### src/hw/ied_map.svh
// Constants of the input event detector: widths, condition bit positions, presets and reset values.
`ifndef IED_MAP_SVH
`define IED_MAP_SVH

`define IED_SYNC_STAGES      2
`define IED_COND_W           16
`define IED_COND_IDX_W       4
`define IED_LATCH_W          2
`define IED_EVENT_W          4
`define IED_LATCH_W_WIDE     1
`define IED_EVENT_W_WIDE     2

`define IED_C_A_RISE         0
`define IED_C_A_FALL         1
`define IED_C_A_LOW          2
`define IED_C_A_HIGH         3
`define IED_C_B_RISE         4
`define IED_C_B_FALL         5
`define IED_C_B_LOW          6
`define IED_C_B_HIGH         7
`define IED_C_AR_BL          8
`define IED_C_AR_BH          9
`define IED_C_AF_BL          10
`define IED_C_AF_BH          11
`define IED_C_AL_BR          12
`define IED_C_AH_BR          13
`define IED_C_AL_BF          14
`define IED_C_AH_BF          15

`define IED_COND_RESET       16'h0000
`define IED_PRESET_1PH_X1    16'h0001
`define IED_PRESET_1PH_X2    16'h0003
`define IED_PRESET_UPDOWN    16'h0011
`define IED_PRESET_2PH_X1    16'h0100
`define IED_PRESET_2PH_X2    16'h0900
`define IED_PRESET_2PH_X4    16'h6900

`endif

### src/hw/ied_pkg.sv
// Types shared by the input event detector modules.
package ied_pkg;

  typedef enum logic [2:0] {
    ied_mode_user,
    ied_mode_1ph_x1,
    ied_mode_1ph_x2,
    ied_mode_up_down_pulse_pair,
    ied_mode_2ph_x1,
    ied_mode_2ph_x2,
    ied_mode_2ph_x4
  } ied_mode_t;

  typedef enum logic {
    ied_width_16,
    ied_width_32
  } ied_width_t;

endpackage

### src/hw/ied_top.sv
// Input event detector: pin terminals and phase condition detector of a counter cell.
`include "ied_map.svh"

module ied_top (
  input  wire logic                         clk,
  input  wire logic                         nrst,
  input  wire logic                         pin_phase_a,
  input  wire logic                         pin_phase_b,
  input  wire logic [`IED_LATCH_W-1:0]      pin_latch,
  input  wire logic [`IED_EVENT_W-1:0]      pin_event,
  input  wire ied_pkg::ied_width_t          cfg_width,
  input  wire logic                         cfg_mode_wr,
  input  wire ied_pkg::ied_mode_t           cfg_mode,
  input  wire logic                         cfg_bit_wr,
  input  wire logic [`IED_COND_IDX_W-1:0]   cfg_bit_idx,
  input  wire logic                         cfg_bit_val,
  output logic                              phase_term_0,
  output logic                              phase_term_1,
  output logic [`IED_LATCH_W-1:0]           latch_term,
  output logic [`IED_LATCH_W-1:0]           latch_term_present,
  output logic [`IED_EVENT_W-1:0]           event_term,
  output logic [`IED_EVENT_W-1:0]           event_term_present,
  output logic                              detect_out,
  output logic [`IED_COND_W-1:0]            detect_hits,
  output logic [`IED_COND_W-1:0]            cond_enable,
  output ied_pkg::ied_mode_t                pulse_mode
);
  import ied_pkg::*;

  localparam int PIN_W = 2 + `IED_LATCH_W + `IED_EVENT_W;

  logic [PIN_W-1:0]            pin_raw;
  logic [PIN_W-1:0]            pin_sync;
  logic                        in_a;
  logic                        in_b;
  logic [1:0]                  phase_vec;
  logic [1:0]                  phase_rise;
  logic [1:0]                  phase_fall;
  logic                        a_rise;
  logic                        a_fall;
  logic                        b_rise;
  logic                        b_fall;
  logic [`IED_LATCH_W-1:0]     latch_sync;
  logic [`IED_EVENT_W-1:0]     event_sync;
  logic [`IED_LATCH_W-1:0]     next_latch_present;
  logic [`IED_EVENT_W-1:0]     next_event_present;
  logic [`IED_COND_W-1:0]      hit;
  logic [`IED_COND_W-1:0]      next_cond_enable;
  ied_mode_t                   next_pulse_mode;
  logic [`IED_COND_W-1:0]      preset_bits;

  // Every pin is asynchronous to clk, so all of them pass the two-stage synchroniser.
  assign pin_raw = {pin_event, pin_latch, pin_phase_b, pin_phase_a};

  ied_sync #(
    .W (PIN_W)
  ) u_sync (
    .clk  (clk),
    .nrst (nrst),
    .d    (pin_raw),
    .q    (pin_sync)
  );

  // Terminal 0 is hard-wired to input A and terminal 1 to input B; no setting reroutes them.
  assign in_a       = pin_sync[0];
  assign in_b       = pin_sync[1];
  assign latch_sync = pin_sync[2 +: `IED_LATCH_W];
  assign event_sync = pin_sync[2 + `IED_LATCH_W +: `IED_EVENT_W];
  assign phase_vec  = {in_b, in_a};

  ied_edge #(
    .W (2)
  ) u_edge (
    .clk  (clk),
    .nrst (nrst),
    .d    (phase_vec),
    .rise (phase_rise),
    .fall (phase_fall)
  );

  assign a_rise = phase_rise[0];
  assign a_fall = phase_fall[0];
  assign b_rise = phase_rise[1];
  assign b_fall = phase_fall[1];

  // Phase terminals show the plain synchronised pin levels.
  always_ff @(posedge clk or negedge nrst) begin
    if (!nrst) begin
      phase_term_0 <= 1'b0;
      phase_term_1 <= 1'b0;
    end else begin
      phase_term_0 <= in_a;
      phase_term_1 <= in_b;
    end
  end

  // Which terminals exist depends on the counter width; a missing terminal reads Low.
  always_comb begin
    next_latch_present = '1;
    next_event_present = '1;
    if (cfg_width == ied_width_32) begin
      next_latch_present = {{(`IED_LATCH_W - `IED_LATCH_W_WIDE){1'b0}}, {`IED_LATCH_W_WIDE{1'b1}}};
      next_event_present = {{(`IED_EVENT_W - `IED_EVENT_W_WIDE){1'b0}}, {`IED_EVENT_W_WIDE{1'b1}}};
    end
  end

  always_ff @(posedge clk or negedge nrst) begin
    if (!nrst) begin
      latch_term_present <= '0;
      latch_term         <= '0;
    end else begin
      latch_term_present <= next_latch_present;
      latch_term         <= latch_sync & next_latch_present;
    end
  end

  // Event terminals are plain levels so any counter timer input can take them.
  always_ff @(posedge clk or negedge nrst) begin
    if (!nrst) begin
      event_term_present <= '0;
      event_term         <= '0;
    end else begin
      event_term_present <= next_event_present;
      event_term         <= event_sync & next_event_present;
    end
  end

  // Preset patterns for each pulse mode; custom keeps whatever is stored.
  always_comb begin
    case (cfg_mode)
      ied_mode_1ph_x1:             preset_bits = `IED_PRESET_1PH_X1;
      ied_mode_1ph_x2:             preset_bits = `IED_PRESET_1PH_X2;
      ied_mode_up_down_pulse_pair: preset_bits = `IED_PRESET_UPDOWN;
      ied_mode_2ph_x1:             preset_bits = `IED_PRESET_2PH_X1;
      ied_mode_2ph_x2:             preset_bits = `IED_PRESET_2PH_X2;
      ied_mode_2ph_x4:             preset_bits = `IED_PRESET_2PH_X4;
      default:                     preset_bits = cond_enable;
    endcase
  end

  // A single-bit write in the same cycle as a preset lands on top of the preset and still forces custom.
  always_comb begin
    next_cond_enable = cond_enable;
    next_pulse_mode  = pulse_mode;
    if (cfg_mode_wr) begin
      next_cond_enable = preset_bits;
      next_pulse_mode  = cfg_mode;
    end
    if (cfg_bit_wr) begin
      next_cond_enable[cfg_bit_idx] = cfg_bit_val;
      next_pulse_mode               = ied_mode_user;
    end
  end

  // All enables start off and the selector starts at custom.
  always_ff @(posedge clk or negedge nrst) begin
    if (!nrst) begin
      cond_enable <= `IED_COND_RESET;
      pulse_mode  <= ied_mode_user;
    end else begin
      cond_enable <= next_cond_enable;
      pulse_mode  <= next_pulse_mode;
    end
  end

  // Raw condition hits, independent of the enables.
  always_comb begin
    hit                = '0;
    hit[`IED_C_A_RISE] = a_rise;
    hit[`IED_C_A_FALL] = a_fall;
    hit[`IED_C_A_LOW]  = ~in_a;
    hit[`IED_C_A_HIGH] = in_a;
    hit[`IED_C_B_RISE] = b_rise;
    hit[`IED_C_B_FALL] = b_fall;
    hit[`IED_C_B_LOW]  = ~in_b;
    hit[`IED_C_B_HIGH] = in_b;
    hit[`IED_C_AR_BL]  = a_rise & ~in_b;
    hit[`IED_C_AR_BH]  = a_rise & in_b;
    hit[`IED_C_AF_BL]  = a_fall & ~in_b;
    hit[`IED_C_AF_BH]  = a_fall & in_b;
    hit[`IED_C_AL_BR]  = ~in_a & b_rise;
    hit[`IED_C_AH_BR]  = in_a & b_rise;
    hit[`IED_C_AL_BF]  = ~in_a & b_fall;
    hit[`IED_C_AH_BF]  = in_a & b_fall;
  end

  // Registering the output costs one clock of latency but keeps edge pulses exactly one clock wide.
  always_ff @(posedge clk or negedge nrst) begin
    if (!nrst) begin
      detect_hits <= '0;
      detect_out  <= 1'b0;
    end else begin
      detect_hits <= hit & cond_enable;
      detect_out  <= |(hit & cond_enable);
    end
  end

endmodule

### src/hw/ied_sync.sv
// Two-stage synchroniser for a group of asynchronous pin levels.
module ied_sync #(
  parameter int W = 8
) (
  input  wire logic         clk,
  input  wire logic         nrst,
  input  wire logic [W-1:0] d,
  output logic      [W-1:0] q
);

  logic [W-1:0] meta;

  // Each pin has its own pair; the first stage feeds only the second.
  for (genvar i = 0; i < W; i++) begin : g_bit
    always_ff @(posedge clk or negedge nrst) begin
      if (!nrst) begin
        meta[i] <= 1'b0;
        q[i]    <= 1'b0;
      end else begin
        meta[i] <= d[i];
        q[i]    <= meta[i];
      end
    end
  end

endmodule

### src/hw/ied_edge.sv
// Edge finder: compares each synchronised level with its value one clock earlier.
module ied_edge #(
  parameter int W = 2
) (
  input  wire logic         clk,
  input  wire logic         nrst,
  input  wire logic [W-1:0] d,
  output logic      [W-1:0] rise,
  output logic      [W-1:0] fall
);

  logic [W-1:0] prev;

  for (genvar i = 0; i < W; i++) begin : g_bit
    always_ff @(posedge clk or negedge nrst) begin
      if (!nrst) begin
        prev[i] <= 1'b0;
      end else begin
        prev[i] <= d[i];
      end
    end
    assign rise[i] = d[i] & ~prev[i];
    assign fall[i] = ~d[i] & prev[i];
  end

endmodule

### config.mk
export PLATFORM = sky130hd
export DESIGN_NAME = ied_top
export DESIGN_NICKNAME = d
export VERILOG_FILES = /design/src/hw/ied_pkg.sv /design/src/hw/ied_top.sv /design/src/hw/ied_sync.sv /design/src/hw/ied_edge.sv
export VERILOG_INCLUDE_DIRS = /design/src /design/src/hw
export SDC_FILE = /design/constraint.sdc
export NUM_CORES = 1
export LEC_CHECK = 0
export ABC_AREA = 1
export BUFFER_PORTS_ARGS = -buffer_cell sky130_fd_sc_hd__buf_4
export CAP_MARGIN = 20
export CORE_MARGIN = 2
export CORE_UTILIZATION = 35
export DETAILED_ROUTE_END_ITERATION = 8
export GPL_TIMING_DRIVEN = 0
export PLACE_DENSITY = 0.57
export SLEW_MARGIN = 5
export SYNTH_ARGS = -nofsm -noshare
export SYNTH_HDL_FRONTEND = slang
export SYNTH_SLANG_ARGS = --single-unit
### constraint.sdc
create_clock -name clk -period 1.5 [get_ports clk]
set_clock_uncertainty 0.2 [all_clocks]
set_input_delay 0.3 -clock clk [delete_from_list [all_inputs] [get_ports clk]]
set_output_delay 0.3 -clock clk [all_outputs]
set_load 0.005 [all_outputs]
# Yosys cells after proc, flatten, opt, wreduce, memory -nomap -nowiden
# Index checks and enable logic that the tools add are counted.
# word_totals
regBits	66
latchBits	0
ramBits	0
rom_bits	0
input_bits	21
output_inout_bits	50
n_memories	0
# classes
addsub	0
mul	0
div	0
order_cmp	2
eq_ne	6
n_shift	0
n_mux	10
n_bitwise	19
reduce_logical	3
# op_table
operator	count
$pmux 16 s6	1
$mux 16	2
$and 16x16->16	1
$bwmux 16	1
$reduce_or 16->1	1
$and 1x1->1	12
$eq 3x3->1 const B	3
$eq 3x2->1 const B	2
$mux 3	2
$lt 4x5->1 const B	1
$and 4x4->4	1
$demux 1 s4	1
$ge 4x1->1 const B	1
$mux 4	1
$not 1->1	4
$eq 3x1->1 const B	1
$and 2x2->2	1
$mux 2	1
$reduce_bool 2->1	1
$logic_and 1x1->1	1
$mux 1	1

# Longest topological paths before layout
# depth
depth_word	6
depth_mapped	7
mapped_depth_nobuf	7

# Cells and area by module
# From an unflattened synthesis, not the netlist that was laid out.
# unflattened
cells_unflattened	245
area_unflattened_um2	2422.3
# modules_own_cells
mod	n_inst	cells_each	area_each_um2	seq_area_each_um2
ied_top	1	219	1941.9	1151.1
ied_sync	1	16	400.4	400.4
ied_edge	1	10	80.1	50.0

# Worst setup path after synthesis
# Ideal clock, no wire load.
# synth_path
path_kind	register to register
start	reg u_sync.q[0]
end	reg detect_out
setup_ns	0.119
arrival_ns	0.874
required_ns	1.181
path_slack_ns	0.307
path_stages_with_launch	8
n_path_buf	0
period_less_slack_ns	1.193
path_cell_list	dfrtp_1 > inv_1 > nand2_1 > nor2_1 > nor2_1 > nand2_1 > nor2_1 > nand2_1
# synth_between
elab_chain_cells	5
# synth_rtl
item	line_no	rtl
from (decl)	ied_sync.sv:8	output logic [W-1:0] q
from (signal, indexed assignment)	ied_sync.sv:21	q[i] <= meta[i];
$not 1->1	-	
$and 1x1->1	ied_edge.sv:23	assign fall[i] = ~d[i] & prev[i];
$and 1x1->1, on equally long branches	ied_top.sv:179, ied_top.sv:180	
$and 16x16->16 (*)	ied_top.sv:194	detect_out <= |(hit & cond_enable);
$reduce_or 16->1 (*)	ied_top.sv:194	
to (signal assigned)	ied_top.sv:194	
to (decl)	ied_top.sv:23	output logic detect_out,
# Mark *: on every way between the ends. The rest lies on a longest branch, timed or not.
# A chain may end at the register's enable or synchronous reset.

# Final worst setup path
# layout_path
start	reg cond_enable[13]
end	out cond_enable[13]
# layout_rtl
item	line_no	rtl
from (decl)	ied_top.sv:25	output logic [`IED_COND_W-1:0] cond_enable,
from (signal assigned)	ied_top.sv:158	cond_enable <= `IED_COND_RESET;
from (signal assigned)	ied_top.sv:161	cond_enable <= next_cond_enable;
# No word-level cell between the ends.

==> reports/summary.txt <==
Placed cell area = 2980 µm²
Core ar. = 6460 µm²
Largest family of logic cells by synthesized area = simple AND/OR/NAND/NOR gates
Max FO, Critical Path = 3
DRC = 0
Max-Cap Viols = 0
R2r endpoint = detect_out
Initial DRC Count = 59
Rel. slew slack = 49.8%
Mapped Cells = 245
First-pass GRT wire length = 8.46 mm
Wirelength per Cell = 12.3 µm
Unique cell type count in the Yosys netlist = 19
Yosys top cell by area = dfrtp_1
Count of pins over their slew limit = 0
Layout cells sized above 1 = 30.0%
CP cell instances = buf_4
Highest Signal Layer = met4
Longest Clk Path Bufs = 2
IO Pins = 71
CTS root buffer = clkbuf_8
Syn nets = 266
Initial antenna violation count = 0
Synthesized flop and latch total = 62
Final hold violation count = 0
Clock Sinks = 62
DR vias = 1817
Static Leakage = 1.72 nW
TNS Setup = 0 ns
Largest net degree at the start of global routing = 63
Arrival @ worst endpoint = 0.95 ns
Max incr delay on CP = 0.45 ns
DR pass1 iterations = 5
Antenna-violating nets left = 0
Vias per cell = 4.39
Vias in the first global route = 1733
Overall Global Routing Usage = 15.2%
Tmin final = 1.45 ns
Sequential area share after synthesis = 65.4%
Hold Path End = cond_enable[9]
Worst hold start = cfg_bit_idx[2]
Status = complete, no violations
CTS tree = done
Final worst path period share = 96.9%
Htree depth = 3
Metal3 WL = 306 µm
GRT overflow = 0
Buffers plus inverters on the worst setup path = 1
Yosys warns = 0
RSZ-0062 raised after global routing = yes
XOR/XNOR share of the synthesized area = 0%
Commonest non-fill, non-tap cell in the layout = buf_4
Crit-path slowest cell = dfrtp_1
R2R depth = 7
Crit Path Category = flop to primary output
Worst setup EP type = primary output
Hold path cells = 4
# diodes = 0
Finish-stage setup viols = 0
Register-to-register path setup slack = 0.14 ns
Post-Synth Simple-Gate Area = 21.6%
Die ar. = 7450 µm²
Synth top area cells = dfrtp_1 65%, nor2_1 7.1%, nand2_1 6.5%
Most frequent cells in the layout = 68 x buf_4, 59 x dfrtp_1, 45 x nor2_1
Synthesized cell area = 2370 µm²
Reg-to-reg startpoint = u_sync.q[0]
Wl on met1 = 2.38 mm
Largest delay share family, worst path = flip-flops
Fin area = 3310 µm²
Rows = 29
Maximum vdd drop = 475 µV
Worst-margin pin slew = 0.753 ns
Hold crit path type = input pin to flop
Worst-Skew Late Latency = 0.33 ns
Final nets = 354
Final HPWL DP = 3.74 mm
Post-Route WL = 5.11 mm
Avg Cell Area, Syn = 9.68 µm²
Starting Density = 36.7%
Max Fclk = 0.688 GHz
Area Growth Syn to Fin = 39.6%
Yosys top cell area share = 65.4%
Chip height = 86.3 µm
CTS Buf Count = 9
P per Cell Area = 1170 nW/µm²
Length of routed met2 wiring = 2.38 mm
Synth Area in Adders = 0%
WP data required = 1.00 ns
Compound-cell area share of the yosys netlist = 5.33%
Crit start category = flop
Die Wd = 86.3 µm
Port bufs = 68
RePlAce Congestion = 0.841
Clock slew at reported path FFs = 0.07 ns
Mux share of post-synthesis cell area = 0%
cells by family after synthesis:
family          Yosys count
flops                    62
other cells               1
compound gates           23
buf+inv                  40
simple gates            119
sequential cells by signal, indices dropped and copies added (netlist names):
name                cells
u_sync.q                8
event_term_present      2
detect_out              1
u_edge.prev             2
latch_term              2
event_term              4
cond_enable            16
detect_hits            16
pulse_mode              3
u_sync.meta             8
through the flow:
step	hold WS [ns]	util, %	setup slack, ns	instances	total power [mW]
6_report	0.0782	51.3	0.0463	414	3.86
5_1_grt	0.0717	51.3	-0.00299	414	4.07
4_1_cts	0.0591	51.2	0.00951	415	3.92
3_5_place_dp	0.135	46.1	0.0242	390	2.26
3_3_place_gp	0.132	46.1	0.0403	390	2.25
2_1_floorplan	-0.196	-	0.307	245	2.01
per-layer routing:
metal | up-vias | GRT usage, %
met4 | 0 | 5.54
li1 | 926 | -
met3 | 5 | 5.33
met2 | 53 | 23.0
met1 | 833 | 20.5
met5 | - | 0
worst max-delay path by stage:
stage                          startpoint                    end  slack, ns  depth (start not counted)
CTS                 event_term_present[2]  event_term_present[3]       0.01                          2
finish                    cond_enable[13]        cond_enable[13]       0.05                          1
detailed placement            u_sync.q[0]             detect_out       0.02                          7
global placement              u_sync.q[0]             detect_out       0.04                          7
global route        event_term_present[1]  event_term_present[1]     -0.003                          2
floorplan                     u_sync.q[0]             detect_out       0.31                          7
layout make-up:
cell class,instances,area (µm²)
multi-input cells,143,643
fillers,614,3150
clock buffers,12,155
plain buffers,5,37.5
well taps,77,96.3
repair buffers,79,632
inverters,33,124
flip-flops and latches,62,1560
clock inverters,3,67.6
power breakdown:
part | leakage, nW | internal [mW] | total (mW) | switching, mW
registers | 0.789 | 1.76 | 1.83 | 0.0659
clock network | 0.109 | 1.02 | 1.62 | 0.601
logic | 0.825 | 0.207 | 0.412 | 0.204
total | 1.72 | 2.99 | 3.86 | 0.871
Yosys cell counts:
master and n:
dfrtp_1 62, nor2_1 45, nand2_1 41, inv_1 32, nand3_1 22, o21ai_0 11
a21oi_1 9, buf_4 5, nor2_2 4, a21oi_2 2, nand2_2 2, nand2_4 2
nor3_1 2, buf_6 1, clkbuf_1 1, clkinv_1 1, conb_1 1, nor3_2 1
o21ai_2 1
worst reg2reg max path, cell delays in order, from the launching register on:
cell	delay, ns
dfrtp_2	0.45
inv_1	0.11
nand2_1	0.10
nor2_1	0.06
nor2_1	0.08
nand2_1	0.06
nor2_1	0.11
nand2_1	0.07
repair_timing:
item / CTS / global route
setup endpoints to repair: 2 / 5
hold endpoints to repair: 75 / 0
resized for setup: 1 / 5
hold buffers: 11 / 0
gates cloned: 0 / 0
buffers inserted: 0 / 0
Power figures use the tool's default switching activity.
